`src/bcs_pkg.sv`:
```
// Constants, types and field layout of the boot configuration loader
package bcs_pkg;

   // =========================================================
   // Configuration byte addresses in external memory
   localparam logic [15:0] CFG_BYTE_ZERO_ADDR = 16'hfff8;
   localparam logic [15:0] CFG_BYTE_ONE_ADDR  = 16'hfff9;

   // =========================================================
   // Field positions, byte zero
   localparam int CODE_WAIT_HI_BIT  = 6;
   localparam int CODE_WAIT_LO_BIT  = 5;
   localparam int LATCH_EXTEND_BIT  = 4;
   localparam int PAGE_SELECT_BIT   = 1;

   // Field positions, byte one
   localparam int DATA_WAIT_HI_BIT  = 2;
   localparam int DATA_WAIT_LO_BIT  = 1;
   localparam int RSVD_ONE_HI_BIT   = 7;
   localparam int RSVD_ONE_LO_BIT   = 5;

   // Reset value of the configuration byte registers (erased state)
   localparam logic [7:0] CFG_BYTE_RESET = 8'hff;

   // =========================================================
   // Programming and verification
   localparam logic [7:0]  MODE_VERIFY_SIG   = 8'h29;
   localparam logic [15:0] SIG_MAKER_ADDR    = 16'h0030;
   localparam logic [15:0] SIG_FAMILY_ADDR   = 16'h0031;
   localparam logic [15:0] SIG_VARIANT_ADDR  = 16'h0060;
   localparam logic [7:0]  SIG_UNMAPPED_DATA = 8'hff;

   // =========================================================
   // Loader states
   typedef enum logic [2:0] {
      BCS_ST_STRAP = 3'b000,
      BCS_ST_FETCH0 = 3'b001,
      BCS_ST_FETCH1 = 3'b010,
      BCS_ST_APPLY = 3'b011,
      BCS_ST_DONE  = 3'b100
   } bcs_state_t;

   // Decoded external bus settings
   typedef struct packed {
      logic [1:0] code_wait;
      logic [1:0] data_wait;
      logic       ale_extend;
      logic       page_mode;
   } bcs_bus_cfg_t;

   // Programming pins as seen after synchronisation
   typedef struct packed {
      logic [7:0]  mode;
      logic [15:0] addr;
      logic        program_strobe_n;
   } bcs_program_strobe_n_pins_t;

endpackage : bcs_pkg

```
`src/bcs_boot_config.sv`:
```
// Boot configuration loader: bus setup bytes and signature verify port
`timescale 1ns/10ps

module bcs_boot_config #(
   parameter logic [7:0] SIG_MAKER_CODE   = 8'h5a, // Arbitrary value
   parameter logic [7:0] SIG_FAMILY_CODE  = 8'h3c, // Arbitrary value
   parameter logic [7:0] SIG_VARIANT_CODE = 8'h11  // Arbitrary value
) (
   input  wire logic                clock,
   input  wire logic                reset_n,
   input  wire logic                has_onchip_code,
   input  wire logic [7:0]          onchip_cfg_byte_zero,
   input  wire logic [7:0]          onchip_cfg_byte_one,
   output logic                     ext_fetch_req,
   output logic [15:0]              ext_fetch_addr,
   input  wire logic                ext_fetch_ack,
   input  wire logic [7:0]          ext_fetch_data,
   output logic                     cfg_valid,
   output bcs_pkg::bcs_bus_cfg_t    bus_cfg,
   output logic [7:0]               bus_config_byte_zero,
   output logic [7:0]               bus_config_byte_one,
   input  wire logic [7:0]          program_strobe_n_port0_in,
   input  wire logic [7:0]          program_strobe_n_port1_in,
   input  wire logic [7:0]          program_strobe_n_port3_in,
   input  wire logic                program_strobe_n,
   output logic [7:0]               program_strobe_n_port2_out,
   output logic                     program_strobe_n_port2_oe
);

   // Signature bytes sit in the arbitrary identity parameters above

   // =========================================================
   // Decode helpers
   // Active-low wait field to count of inserted wait states
   function automatic logic [1:0] wait_count(input logic [1:0] field_n);
      wait_count = ~field_n;
   endfunction : wait_count

   // Byte pair to bus settings
   function automatic bcs_pkg::bcs_bus_cfg_t decode_cfg(
      input logic [7:0] byte_zero,
      input logic [7:0] byte_one);
      bcs_pkg::bcs_bus_cfg_t c;
      c.code_wait  = wait_count({byte_zero[bcs_pkg::CODE_WAIT_HI_BIT],
                              byte_zero[bcs_pkg::CODE_WAIT_LO_BIT]});
      c.data_wait  = wait_count({byte_one[bcs_pkg::DATA_WAIT_HI_BIT],
                              byte_one[bcs_pkg::DATA_WAIT_LO_BIT]});
      c.ale_extend = ~byte_zero[bcs_pkg::LATCH_EXTEND_BIT];
      c.page_mode  = ~byte_zero[bcs_pkg::PAGE_SELECT_BIT];
      decode_cfg   = c;
   endfunction : decode_cfg

   // =========================================================
   // Loader state
   bcs_pkg::bcs_state_t state_reg;
   bcs_pkg::bcs_state_t state_next;
   logic [7:0]          byte_zero_reg;
   logic [7:0]          byte_one_reg;

   always_comb begin
      state_next = state_reg;
      case (state_reg)
         bcs_pkg::BCS_ST_STRAP: begin
            if (has_onchip_code) begin
               state_next = bcs_pkg::BCS_ST_APPLY;
            end else begin
               state_next = bcs_pkg::BCS_ST_FETCH0;
            end
         end
         bcs_pkg::BCS_ST_FETCH0: begin
            if (ext_fetch_ack) begin
               state_next = bcs_pkg::BCS_ST_FETCH1;
            end
         end
         bcs_pkg::BCS_ST_FETCH1: begin
            if (ext_fetch_ack) begin
               state_next = bcs_pkg::BCS_ST_APPLY;
            end
         end
         bcs_pkg::BCS_ST_APPLY: begin
            state_next = bcs_pkg::BCS_ST_DONE;
         end
         bcs_pkg::BCS_ST_DONE: begin
            state_next = bcs_pkg::BCS_ST_DONE;
         end
         default: begin
            state_next = bcs_pkg::BCS_ST_STRAP;
         end
      endcase
   end

   always_ff @(posedge clock or negedge reset_n) begin
      if (!reset_n) begin
         state_reg <= bcs_pkg::BCS_ST_STRAP;
      end else begin
         state_reg <= state_next;
      end
   end

   // =========================================================
   // Configuration byte capture
   always_ff @(posedge clock or negedge reset_n) begin
      if (!reset_n) begin
         byte_zero_reg <= bcs_pkg::CFG_BYTE_RESET;
         byte_one_reg  <= bcs_pkg::CFG_BYTE_RESET;
      end else begin
         case (state_reg)
            bcs_pkg::BCS_ST_STRAP: begin
               if (has_onchip_code) begin
                  byte_zero_reg <= onchip_cfg_byte_zero;
                  byte_one_reg  <= onchip_cfg_byte_one;
               end
            end
            bcs_pkg::BCS_ST_FETCH0: begin
               if (ext_fetch_ack) begin
                  byte_zero_reg <= ext_fetch_data;
               end
            end
            bcs_pkg::BCS_ST_FETCH1: begin
               if (ext_fetch_ack) begin
                  byte_one_reg <= ext_fetch_data;
               end
            end
            default: begin
               byte_zero_reg <= byte_zero_reg;
               byte_one_reg  <= byte_one_reg;
            end
         endcase
      end
   end

   // External fetch request, held until acknowledged
   always_ff @(posedge clock or negedge reset_n) begin
      if (!reset_n) begin
         ext_fetch_req  <= 1'b0;
         ext_fetch_addr <= bcs_pkg::CFG_BYTE_ZERO_ADDR;
      end else begin
         case (state_next)
            bcs_pkg::BCS_ST_FETCH0: begin
               ext_fetch_req  <= 1'b1;
               ext_fetch_addr <= bcs_pkg::CFG_BYTE_ZERO_ADDR;
            end
            bcs_pkg::BCS_ST_FETCH1: begin
               ext_fetch_req  <= 1'b1;
               ext_fetch_addr <= bcs_pkg::CFG_BYTE_ONE_ADDR;
            end
            default: begin
               ext_fetch_req  <= 1'b0;
               ext_fetch_addr <= ext_fetch_addr;
            end
         endcase
      end
   end

   // =========================================================
   // Bus settings, applied once before the first bus cycle
   always_ff @(posedge clock or negedge reset_n) begin
      if (!reset_n) begin
         cfg_valid            <= 1'b0;
         bus_cfg              <= decode_cfg(bcs_pkg::CFG_BYTE_RESET,
                                            bcs_pkg::CFG_BYTE_RESET);
         bus_config_byte_zero <= bcs_pkg::CFG_BYTE_RESET;
         bus_config_byte_one  <= bcs_pkg::CFG_BYTE_RESET;
      end else if (state_reg == bcs_pkg::BCS_ST_APPLY) begin
         cfg_valid            <= 1'b1;
         bus_cfg              <= decode_cfg(byte_zero_reg, byte_one_reg);
         bus_config_byte_zero <= byte_zero_reg;
         bus_config_byte_one  <= byte_one_reg;
      end
   end

   // =========================================================
   // Signature verify port
   bcs_pkg::bcs_program_strobe_n_pins_t pins_raw;
   bcs_pkg::bcs_program_strobe_n_pins_t pins_sync;
   logic                    verify_sel;

   assign pins_raw = '{mode:             program_strobe_n_port0_in,
                       addr:             {program_strobe_n_port1_in, program_strobe_n_port3_in},
                       program_strobe_n: program_strobe_n};

   bcs_sync #(
      .WIDTH       ($bits(bcs_pkg::bcs_program_strobe_n_pins_t)),
      .RESET_VALUE ({8'h00, 16'h0000, 1'b1})
   ) u_pin_sync (
      .clock    (clock),
      .reset_n  (reset_n),
      .async_in (pins_raw),
      .sync_out (pins_sync)
   );

   assign verify_sel = (pins_sync.mode == bcs_pkg::MODE_VERIFY_SIG)
                       && pins_sync.program_strobe_n;

   always_ff @(posedge clock or negedge reset_n) begin
      if (!reset_n) begin
         program_strobe_n_port2_out <= bcs_pkg::SIG_UNMAPPED_DATA;
         program_strobe_n_port2_oe  <= 1'b0;
      end else begin
         program_strobe_n_port2_oe <= verify_sel;
         case (pins_sync.addr)
            bcs_pkg::SIG_MAKER_ADDR:   program_strobe_n_port2_out <= SIG_MAKER_CODE;
            bcs_pkg::SIG_FAMILY_ADDR:  program_strobe_n_port2_out <= SIG_FAMILY_CODE;
            bcs_pkg::SIG_VARIANT_ADDR: program_strobe_n_port2_out <= SIG_VARIANT_CODE;
            default: program_strobe_n_port2_out <= bcs_pkg::SIG_UNMAPPED_DATA;
         endcase
      end
   end

endmodule : bcs_boot_config

```
`src/bcs_sync.sv`:
```
// Two-flop synchroniser for a group of asynchronous pins
`timescale 1ns/10ps
module bcs_sync #(
   parameter int           WIDTH      = 1,
   parameter logic [WIDTH-1:0] RESET_VALUE = '0
) (
   input  wire logic             clock,
   input  wire logic             reset_n,
   input  wire logic [WIDTH-1:0] async_in,
   output logic      [WIDTH-1:0] sync_out
);

   logic [WIDTH-1:0] stage_one_reg;

   // =========================================================
   // Synchronising flops
   always_ff @(posedge clock or negedge reset_n) begin
      if (!reset_n) begin
         stage_one_reg <= RESET_VALUE;
         sync_out      <= RESET_VALUE;
      end else begin
         stage_one_reg <= async_in;
         sync_out      <= stage_one_reg;
      end
   end

endmodule : bcs_sync

```
`config.mk`:
```
export PLATFORM = sky130hd
export DESIGN_NAME = bcs_boot_config
export DESIGN_NICKNAME = d
export VERILOG_FILES = /design/src/bcs_pkg.sv /design/src/bcs_boot_config.sv /design/src/bcs_sync.sv
export SDC_FILE = /design/constraint.sdc
export NUM_CORES = 1
export LEC_CHECK = 0
export BUFFER_PORTS_ARGS = -buffer_cell sky130_fd_sc_hd__buf_2
export CAP_MARGIN = 20
export CORE_MARGIN = 2
export CORE_UTILIZATION = 50
export DETAILED_ROUTE_END_ITERATION = 10
export GPL_ROUTABILITY_DRIVEN = 0
export PLACE_DENSITY_LB_ADDON = 0.05
export SETUP_SLACK_MARGIN = 0.3
export SYNTH_ARGS = -nofsm -noshare
export SYNTH_HDL_FRONTEND = slang
export SYNTH_SLANG_ARGS = --single-unit
export TNS_END_PERCENT = 1
```
`constraint.sdc`:
```
create_clock -name clock -period 1.56 [get_ports clock]
set_clock_uncertainty 0.05 [all_clocks]
set_input_delay 0.156 -clock clock [delete_from_list [all_inputs] [get_ports clock]]
set_output_delay 0.156 -clock clock [all_outputs]
set_load 0.1 [all_outputs]
```
==> reports/results.ini, run 1 <==
[yosys]
synthArstFlopShare_pct = 100
synth_area_leaders = dfrtp_1, dfstp_2, mux2_2
synth_ff_type = dfrtp_1
synth_cell_type_count = 30
ys_ff_latch = 100
seq_area_frac_synth_pct = 72.0
syn-instance-count = 229
syn_avg_cell_area_um2 = 15.5
synth_area_um2 = 3540
synth_largest_area_cell = dfrtp_1
ys.warnings.count = 0
synth.top_cell.area_share_pct = 43.1
synth_edf_count = 0

[finish]
fin_nets = 411
area_growth_pct = 38.4
antennaDiodeCount = 0
fin_area_um2 = 4910
layout-drive-gt1-share_pct = 54.5

[setup_path]
cp_num_buf_inv = 1
crit_arrival_ns = 1.17
worst_r2r_startpoint = state_reg[0]
ff2ff_setup_slack_ns = 0.18
critPathLaunch = program_strobe_n_port2_out[6]
crit_path_end = program_strobe_n_port2_out[1]
worstSetupPathDepth = 1
r2r_cells = 5
cp_max_fo = 2
path_cells = buf_12
slowest_delay_ns = 0.66
crit_path_end_kind = primary output
cp-start-kind = flip-flop
cp.required_ns = 1.35
setup.worst_path.class = reg2out
rr_endpoint = bus_config_byte_zero[1]
path_delay_family = flip-flops
critical-path-slowest-cell = dfstp_4

[pwr]
vdd_drop_max_uv = 1460
p_per_area_nw_per_um2 = 2250
power_mw = 11.1
leakage_nw = 2.26

[routing]
drtAntennaViolNets = 0
via_per_inst = 4.78
num_vias = 2195
wl_per_cell_um = 14.5
drt_iter0_markers = 71
wirelength_um = 6650
first_pass_iters = 5
remaining_drc_errors = 0

[timing]
drv_slew = 0
period_minus_slack_ns = 1.38
grt_setup_unrepaired = true
hold_viol_final = 0
fmax_mhz = 725
finalSetupViolCount = 0
setup_tns_ns = 0
hold_slack_ns = 0.0594
post-route-period-util_pct = 88.5

[hold_path]
hp-start = onchip_cfg_byte_one[0]
hold_class = in2reg
holdPathStages = 3

[die]
start_util_pct = 51.9
die_w_um = 88.2
pin_count = 102
die_h_um = 88.2
rows = 30
coreArea_um2 = 6830
dieArea_um2 = 7780

[clocking]
clk_transition_reported_paths_ns = 0.10
h-tree-depth = 3
cts_sinks = 100
tritoncts = done
numCtsBuffers = 9
clk_path_buf_depth = 2
clockRootBuffer = clkbuf_8
clk_latency_ns = 0.35

[run_status]
status = finished, final reports clean

[global_route]
grt_pass1_vias = 2136
grt_overflow_total = 0
antenna_found_initial = 0
grt_max_degree = 96
grtUsageTotal_pct = 17.3
grt_pass1_wl_um = 10000

[place]
place_hpwl_um = 4040
port_buffers = 85
dpl_cell_area_um2 = 4050

[flow_run]
cap_violations = 0

[cell families (layout without fill, tap and decap cells)]
family	count (synthesis)	after routing	share of synthesized area [%]
mux	32	32	10.2
xor+xnor	1	1	0.247
compound gates	31	31	6.50
flops	100	100	72.0
other cells	2	16	0.212
buf+inv	26	146	5.19
simple gates	37	37	5.72
[final cells by class]
| class | count | area [um^2] |
|---|---|---|
| Sequential cell | 100 | 2560 |
| Fill cell | 496 | 1930 |
| Timing Repair Buffer | 129 | 1060 |
| Multi-Input combinational cell | 117 | 923 |
| Clock buffer | 10 | 128 |
| Tap cell | 96 | 120 |
| Clock inverter | 6 | 105 |
| Inverter | 1 | 3.75 |
[cell usage after synthesis (2+ instances only)]
master / count
o21ai_0: 10
nand2_1: 14
a2bb2oi_1: 9
mux2_2: 32
conb_1: 2
nand3b_1: 2
buf_2: 3
nand2b_1: 3
nor4b_1: 2
nor2b_1: 3
o22ai_1: 8
dfstp_2: 39
nor3_1: 3
buf_4: 20
nor2_1: 4
dfrtp_1: 61
[worst min path at each step]
stage | to
final | byte_one_reg[0]
after detailed placement | u_pin_sync.stage_one_reg[19]
after CTS | byte_one_reg[7]
after global routing | byte_one_reg[0]
after floorplan | bus_cfg[0]
after global placement | u_pin_sync.stage_one_reg[19]
[through the flow]
step | worst slack (ns) | util (%) | instances
5_1_grt | 0.123 | 71.8 | 459
3_5_place_dp | 0.140 | 59.3 | 408
3_3_place_gp | 0.188 | 59.3 | 408
2_1_floorplan | 0.196 | - | 243
4_1_cts | 0.169 | 69.1 | 452
6_report | 0.180 | 71.8 | 459
[where the power goes]
part           switching, mW  total (mW)  internal (mW)
Combinational           3.48        5.26           1.77
Clock                  0.898        1.84          0.941
Sequential             0.415        3.96           3.55
[timing repair]
action | 4_1_cts | 5_1_grt
endpoints found under the setup margin | 67 | 77
hold buffers | 26 | 0
pin swaps | 1 | 0
setup buffers | 2 | 4
cloned | 0 | 3
resized for setup | 48 | 28
endpoints found under the hold margin | 87 | 0
[layer usage]
layer	GRT usage (%)	wire, um	up-vias	part of all wire [%]
li1	-	-	1017	-
met1	23.3	2970	1105	45
met2	27.2	3300	67	50
met3	4.34	320	6	4.8
met4	6.61	66	0	0.99
met5	0	0	-	0
[cell usage in the layout (no fill, tap or decap), types with 10 or more instances in the layout]
cell	instances
dfrtp_1	58
mux2_2	21
mux2_4	11
dlygate4sd3_1	26
conb_1	16
dfstp_2	37
buf_6	18
nand2_1	14
buf_4	15
o21ai_0	10
buf_2	60
Power figures use the tool's default switching activity.
==> run 2, diff against run 1 <==
- CORE_UTILIZATION: 50 -> 46
- clock period: 1.56 -> 1.25 ns (I/O delays scaled with it)
==> reports/results.ini, run 2 (same netlist as run 1, synthesis figures left out) <==
[finish]
fin_nets = 418  ; +1.7%
final_cell_mix = dfrtp_1, buf_2, dfstp_2, buf_12
finish.utilization_pct = 70.0  ; -1.8 points
antennaDiodeCount = 0  ; unchanged
final_cells = 472  ; +2.8%
fin_area_um2 = 5330  ; +8.6%
area_growth_pct = 50.3
layout-drive-gt1-share_pct = 58.6  ; +4.1 points
final_common_cell = dfrtp_1

[clocking]
clk_latency_ns = 0.37  ; +0.02 ns
numCtsBuffers = 9  ; unchanged
clockRootBuffer = clkbuf_8
tritoncts = done
cts_sinks = 100  ; unchanged
clk_transition_reported_paths_ns = 0.11  ; about the same
h-tree-depth = 3  ; unchanged
clk_path_buf_depth = 2  ; unchanged

[routing]
drtAntennaViolNets = 0  ; unchanged
via_per_inst = 4.64  ; -3.1%
remaining_drc_errors = 0  ; unchanged
drt_iter0_markers = 75  ; +5.6%
wl_per_cell_um = 14.1  ; -2.5%
wirelength_um = 6670  ; +0.30%
num_vias = 2188  ; -0.32%
first_pass_iters = 4  ; -1

[global_route]
grt_pass1_wl_um = 10700  ; +6.8%
grt_use_met1_pct = 21.8  ; -1.5 points
grt_use_met2_pct = 26.8  ; -0.43 points
grt_overflow_total = 0  ; unchanged
grt_max_degree = 60  ; -38%
grt_pass1_vias = 2211  ; +3.5%
use_met3_pct = 4.27  ; -0.063 points
grtUsageTotal_pct = 16.7  ; -0.54 points
grt_most_used_layer = met2
antenna_found_initial = 0  ; unchanged

[pwr]
power_frac_clock_pct = 14.1  ; -2.5 points
power_frac_seq_pct = 35.3  ; -0.5 points
cell_internal_pwr_mw = 8.29  ; +32%
combPwrFrac_pct = 50.6  ; +3.1 points
leakage_nw = 2.35  ; +4.3%
vdd_drop_max_uv = 2280  ; +56%
p_switching_mw = 6.26  ; +31%
p_per_area_nw_per_um2 = 2730  ; +21%
swShare_pct = 43.0  ; -0.36 points

[timing]
hold_viol_final = 0  ; unchanged
period_minus_slack_ns = 1.38
finalSetupViolCount = 57  ; +57
layout_setup_ws_ns = -0.128  ; -0.309 ns
drv_slew = 0  ; unchanged
fmax_mhz = 725
grt_setup_unrepaired = true
post-route-period-util_pct = 110

[run_status]
violations = setup timing
status = finished, violations left

[setup_path]
cp-start-kind = flip-flop
worst_r2r_startpoint = state_reg[0]
slowest_delay_ns = 0.66  ; about the same
crit_path_end_kind = primary output
critical-path-slowest-cell = dfstp_4
setup.worst_path.class = reg2out
critPathLaunch = program_strobe_n_port2_out[5]
cp.required_ns = 1.08  ; -0.27 ns
crit_arrival_ns = 1.20  ; +0.03 ns
cp_num_buf_inv = 1  ; unchanged
path_cells = buf_12
path_delay_family = flip-flops
cp_max_fo = 2  ; unchanged

[place]
port_buffers = 85  ; unchanged
place_hpwl_um = 4490  ; +11%
dpl_cell_area_um2 = 4580  ; +13%
dp.cells = 421  ; +3.2%

[die]
die_h_um = 91.8  ; +4.1%
pin_count = 102  ; unchanged
die_w_um = 91.8  ; +4.1%
rows = 32  ; +6.7%
dieArea_um2 = 8420  ; +8.3%
coreArea_um2 = 7610  ; +11%
start_util_pct = 46.6  ; -5.3 points

[hold_path]
hp-start = onchip_cfg_byte_one[2]
hold_class = in2reg

[flow_run]
cap_violations = 0  ; unchanged

==> run 2: power by group through the flow <==
| stage | registers, mW | logic (mW) | clock network, mW |
|---|---|---|---|
| 2_1_floorplan | 7.72 | 1.87 | 0 |
| 3_3_place_gp | 5.13 | 6.82 | 0 |
| 3_5_place_dp | 5.14 | 6.91 | 0 |
| 4_1_cts | 5.12 | 7.17 | 2.12 |
| 5_1_grt | 5.24 | 7.68 | 2.25 |
| 6_report | 5.14 | 7.37 | 2.05 |
==> run 2: tightest hold or removal path, cell delays in order <==
cell,delay (ns)
buf_2,0.10
o22ai_2,0.13
a2bb2oi_2,0.08
==> run 2: final timing paths <==
check	slack [ns]	cells after the start	endpoint
setup / recovery	-0.13	1	program_strobe_n_port2_out[2]
hold / removal	0.03	3	byte_one_reg[2]
setup reg to reg	-0.12	4	byte_zero_reg[2]
hold reg to reg	0.31	0	u_pin_sync.sync_out[11]
max in group asynchronous	0.57	3	byte_one_reg[1]
min in group asynchronous	0.22	3	u_pin_sync.sync_out[2]
==> run 2: stage by stage <==
step	total power, mW	worst slack [ns]	TNS (ns)	hold slack (ns)
6_report	14.6	-0.128	-2.86	0.0256
2_1_floorplan	9.58	-0.0610	-0.920	-0.221
3_3_place_gp	12.0	-0.106	-2.32	0.0730
5_1_grt	15.2	-0.165	-5.84	0.0188
3_5_place_dp	12.0	-0.149	-2.82	0.0703
4_1_cts	14.4	-0.142	-3.47	0.000625
==> run 2: layout make-up <==
type                       count  area (um^2)
sequential                   100         2560
inverter                       1         3.75
tap                          102          128
timing repair buffer         136         1450
multi-input combinational    117          976
clock buffer                   9          124
clock inverter                 7         87.6
fill                         529         2280
==> run 2: repair_timing <==
action | CTS | global route
endpoints found under the setup margin | 83 | 83
buffers inserted | 2 | 1
gates resized for setup | 27 | 15
hold buffers | 32 | 0
hold endpoints to repair | 131 | 0
pin swaps | 8 | 6
==> run 2: layer usage <==
metal	wire [um]	vias to the layer above
met4	85	0
met3	309	8
li1	-	1025
met5	0	-
met2	3300	66
met1	2980	1089
==> run 3, diff against run 2 <==
- PLACE_DENSITY: default -> 0.83
- PLACE_DENSITY_LB_ADDON: 0.05 -> default
==> reports/results.ini, run 3 (same netlist as run 1, synthesis figures left out) <==
[run_status]
status = finished, violations left
violations = setup timing

[setup_path]
setup.worst_path.class = reg2reg
cp-start-kind = flip-flop
cp_max_fo = 9  ; +7
r2r_cells = 4  ; unchanged
crit_path_end_kind = flip-flop
cp.required_ns = 1.49  ; +0.41 ns
crit_arrival_ns = 1.61  ; +0.41 ns

[clocking]
tritoncts = done
clk_transition_reported_paths_ns = 0.10  ; about the same
h-tree-depth = 3  ; unchanged
clockRootBuffer = clkbuf_8
cts_sinks = 100  ; unchanged
clk_path_buf_depth = 2  ; unchanged
numCtsBuffers = 9  ; unchanged
clk_latency_ns = 0.35  ; -0.02 ns

[hold_path]
holdPathStages = 3  ; unchanged
hold_class = in2reg

[timing]
post-route-period-util_pct = 110  ; about the same
drv_slew = 0  ; unchanged
layout_setup_ws_ns = -0.128  ; +0.000712 ns
grt_setup_unrepaired = true
period_minus_slack_ns = 1.38  ; -0.000712 ns
fmax_mhz = 726  ; about the same
hold_viol_final = 0  ; unchanged
finalSetupViolCount = 57  ; unchanged

[die]
dieArea_um2 = 8420  ; unchanged
pin_count = 102  ; unchanged
die_w_um = 91.8  ; unchanged
coreArea_um2 = 7610  ; unchanged
die_h_um = 91.8  ; unchanged
rows = 32  ; unchanged
start_util_pct = 46.6  ; unchanged

[routing]
wirelength_um = 7480  ; +12%
drt_iter0_markers = 75  ; unchanged
via_per_inst = 4.94  ; +6.7%
first_pass_iters = 4  ; unchanged
drtAntennaViolNets = 0  ; unchanged
wl_per_cell_um = 16.0  ; +13%
num_vias = 2314  ; +5.8%
remaining_drc_errors = 0  ; unchanged

[pwr]
leakage_nw = 2.37  ; +0.49%
p_per_area_nw_per_um2 = 2760  ; +0.87%
vdd_drop_max_uv = 2440  ; +6.9%

[global_route]
grt_overflow_total = 0  ; unchanged
grt_pass1_wl_um = 12200  ; +14%
grtUsageTotal_pct = 19.1  ; +2.4 points
antenna_found_initial = 0  ; unchanged
grt_max_degree = 26  ; -57%
grt_pass1_vias = 2421  ; +9.5%

[finish]
area_growth_pct = 49.7
fin_area_um2 = 5310  ; -0.40%
layout-drive-gt1-share_pct = 59.8  ; +1.2 points
fin_nets = 414  ; -0.96%
finish.utilization_pct = 69.8  ; -0.28 points
final_cell_mix = dfrtp_1, buf_2, buf_12
antennaDiodeCount = 0  ; unchanged
final_common_cell = dfrtp_1

[place]
place_hpwl_um = 5000  ; +11%
dpl_cell_area_um2 = 4610  ; +0.60%
port_buffers = 85  ; unchanged

[flow_run]
cap_violations = 0  ; unchanged

[run 3: final timing paths]
check / from / slack, ns / end
min in group asynchronous: reset_n / 0.16 / u_pin_sync.sync_out[13]
max reg2reg: state_reg[0] / -0.13 / byte_zero_reg[6]
max in group asynchronous: reset_n / 0.44 / bus_config_byte_zero[1]
min: onchip_cfg_byte_one[5] / 0.04 / byte_one_reg[5]
max: state_reg[0] / -0.13 / byte_zero_reg[6]
min reg2reg: u_pin_sync.stage_one_reg[11] / 0.30 / u_pin_sync.sync_out[11]
[run 3: stage by stage]
stage	hold WS, ns	setup TNS, ns	power, mW	worst slack (ns)	std cells
global route	0.0261	-5.77	15.2	-0.166	468
floorplan	-0.221	-0.920	9.58	-0.0610	243
CTS	0.0193	-2.80	14.5	-0.136	468
detailed placement	-0.0270	-3.46	12.0	-0.193	423
global placement	-0.0363	-2.26	11.9	-0.135	423
finish	0.0446	-3.05	14.6	-0.128	468
[run 3: routing by layer]
layer | vias to the layer above | GRT usage (%) | routed length [um]
li1 | 1019 | - | -
met3 | 13 | 4.93 | 386
met4 | 0 | 7.09 | 142
met2 | 92 | 32.8 | 4020
met5 | - | 0 | 0
met1 | 1190 | 23.3 | 2930
[run 3: critical path, cell delays in order, from the launching register on]
cell	delay, ns
dfrtp_2	0.45
and2_4	0.16
o21ai_4	0.16
buf_12	0.14
mux2_2	0.34
[run 3: layout make-up]
| type | count | area (um^2) |
|---|---|---|
| multi-input cells | 117 | 1010 |
| clock buffers | 10 | 128 |
| flip-flops and latches | 100 | 2560 |
| repair buffers | 132 | 1420 |
| clock inverters | 6 | 52.6 |
| well taps | 102 | 128 |
| inverters | 1 | 3.75 |
| fillers | 501 | 2300 |
[run 3: where the power goes]
group | switching, mW | total [mW] | internal (mW)
Combinational | 4.39 | 7.53 | 3.14
Clock | 1.13 | 1.89 | 0.760
Sequential | 0.754 | 5.19 | 4.44
Total | 6.27 | 14.6 | 8.35
[run 3: what timing repair did]
item,CTS,global route
resized for setup,37,12
hold buffers,26,0
setup buffers,3,0
pin swaps,6,2
hold endpoints to repair,86,0
setup endpoints to repair,83,83
gates cloned,0,0
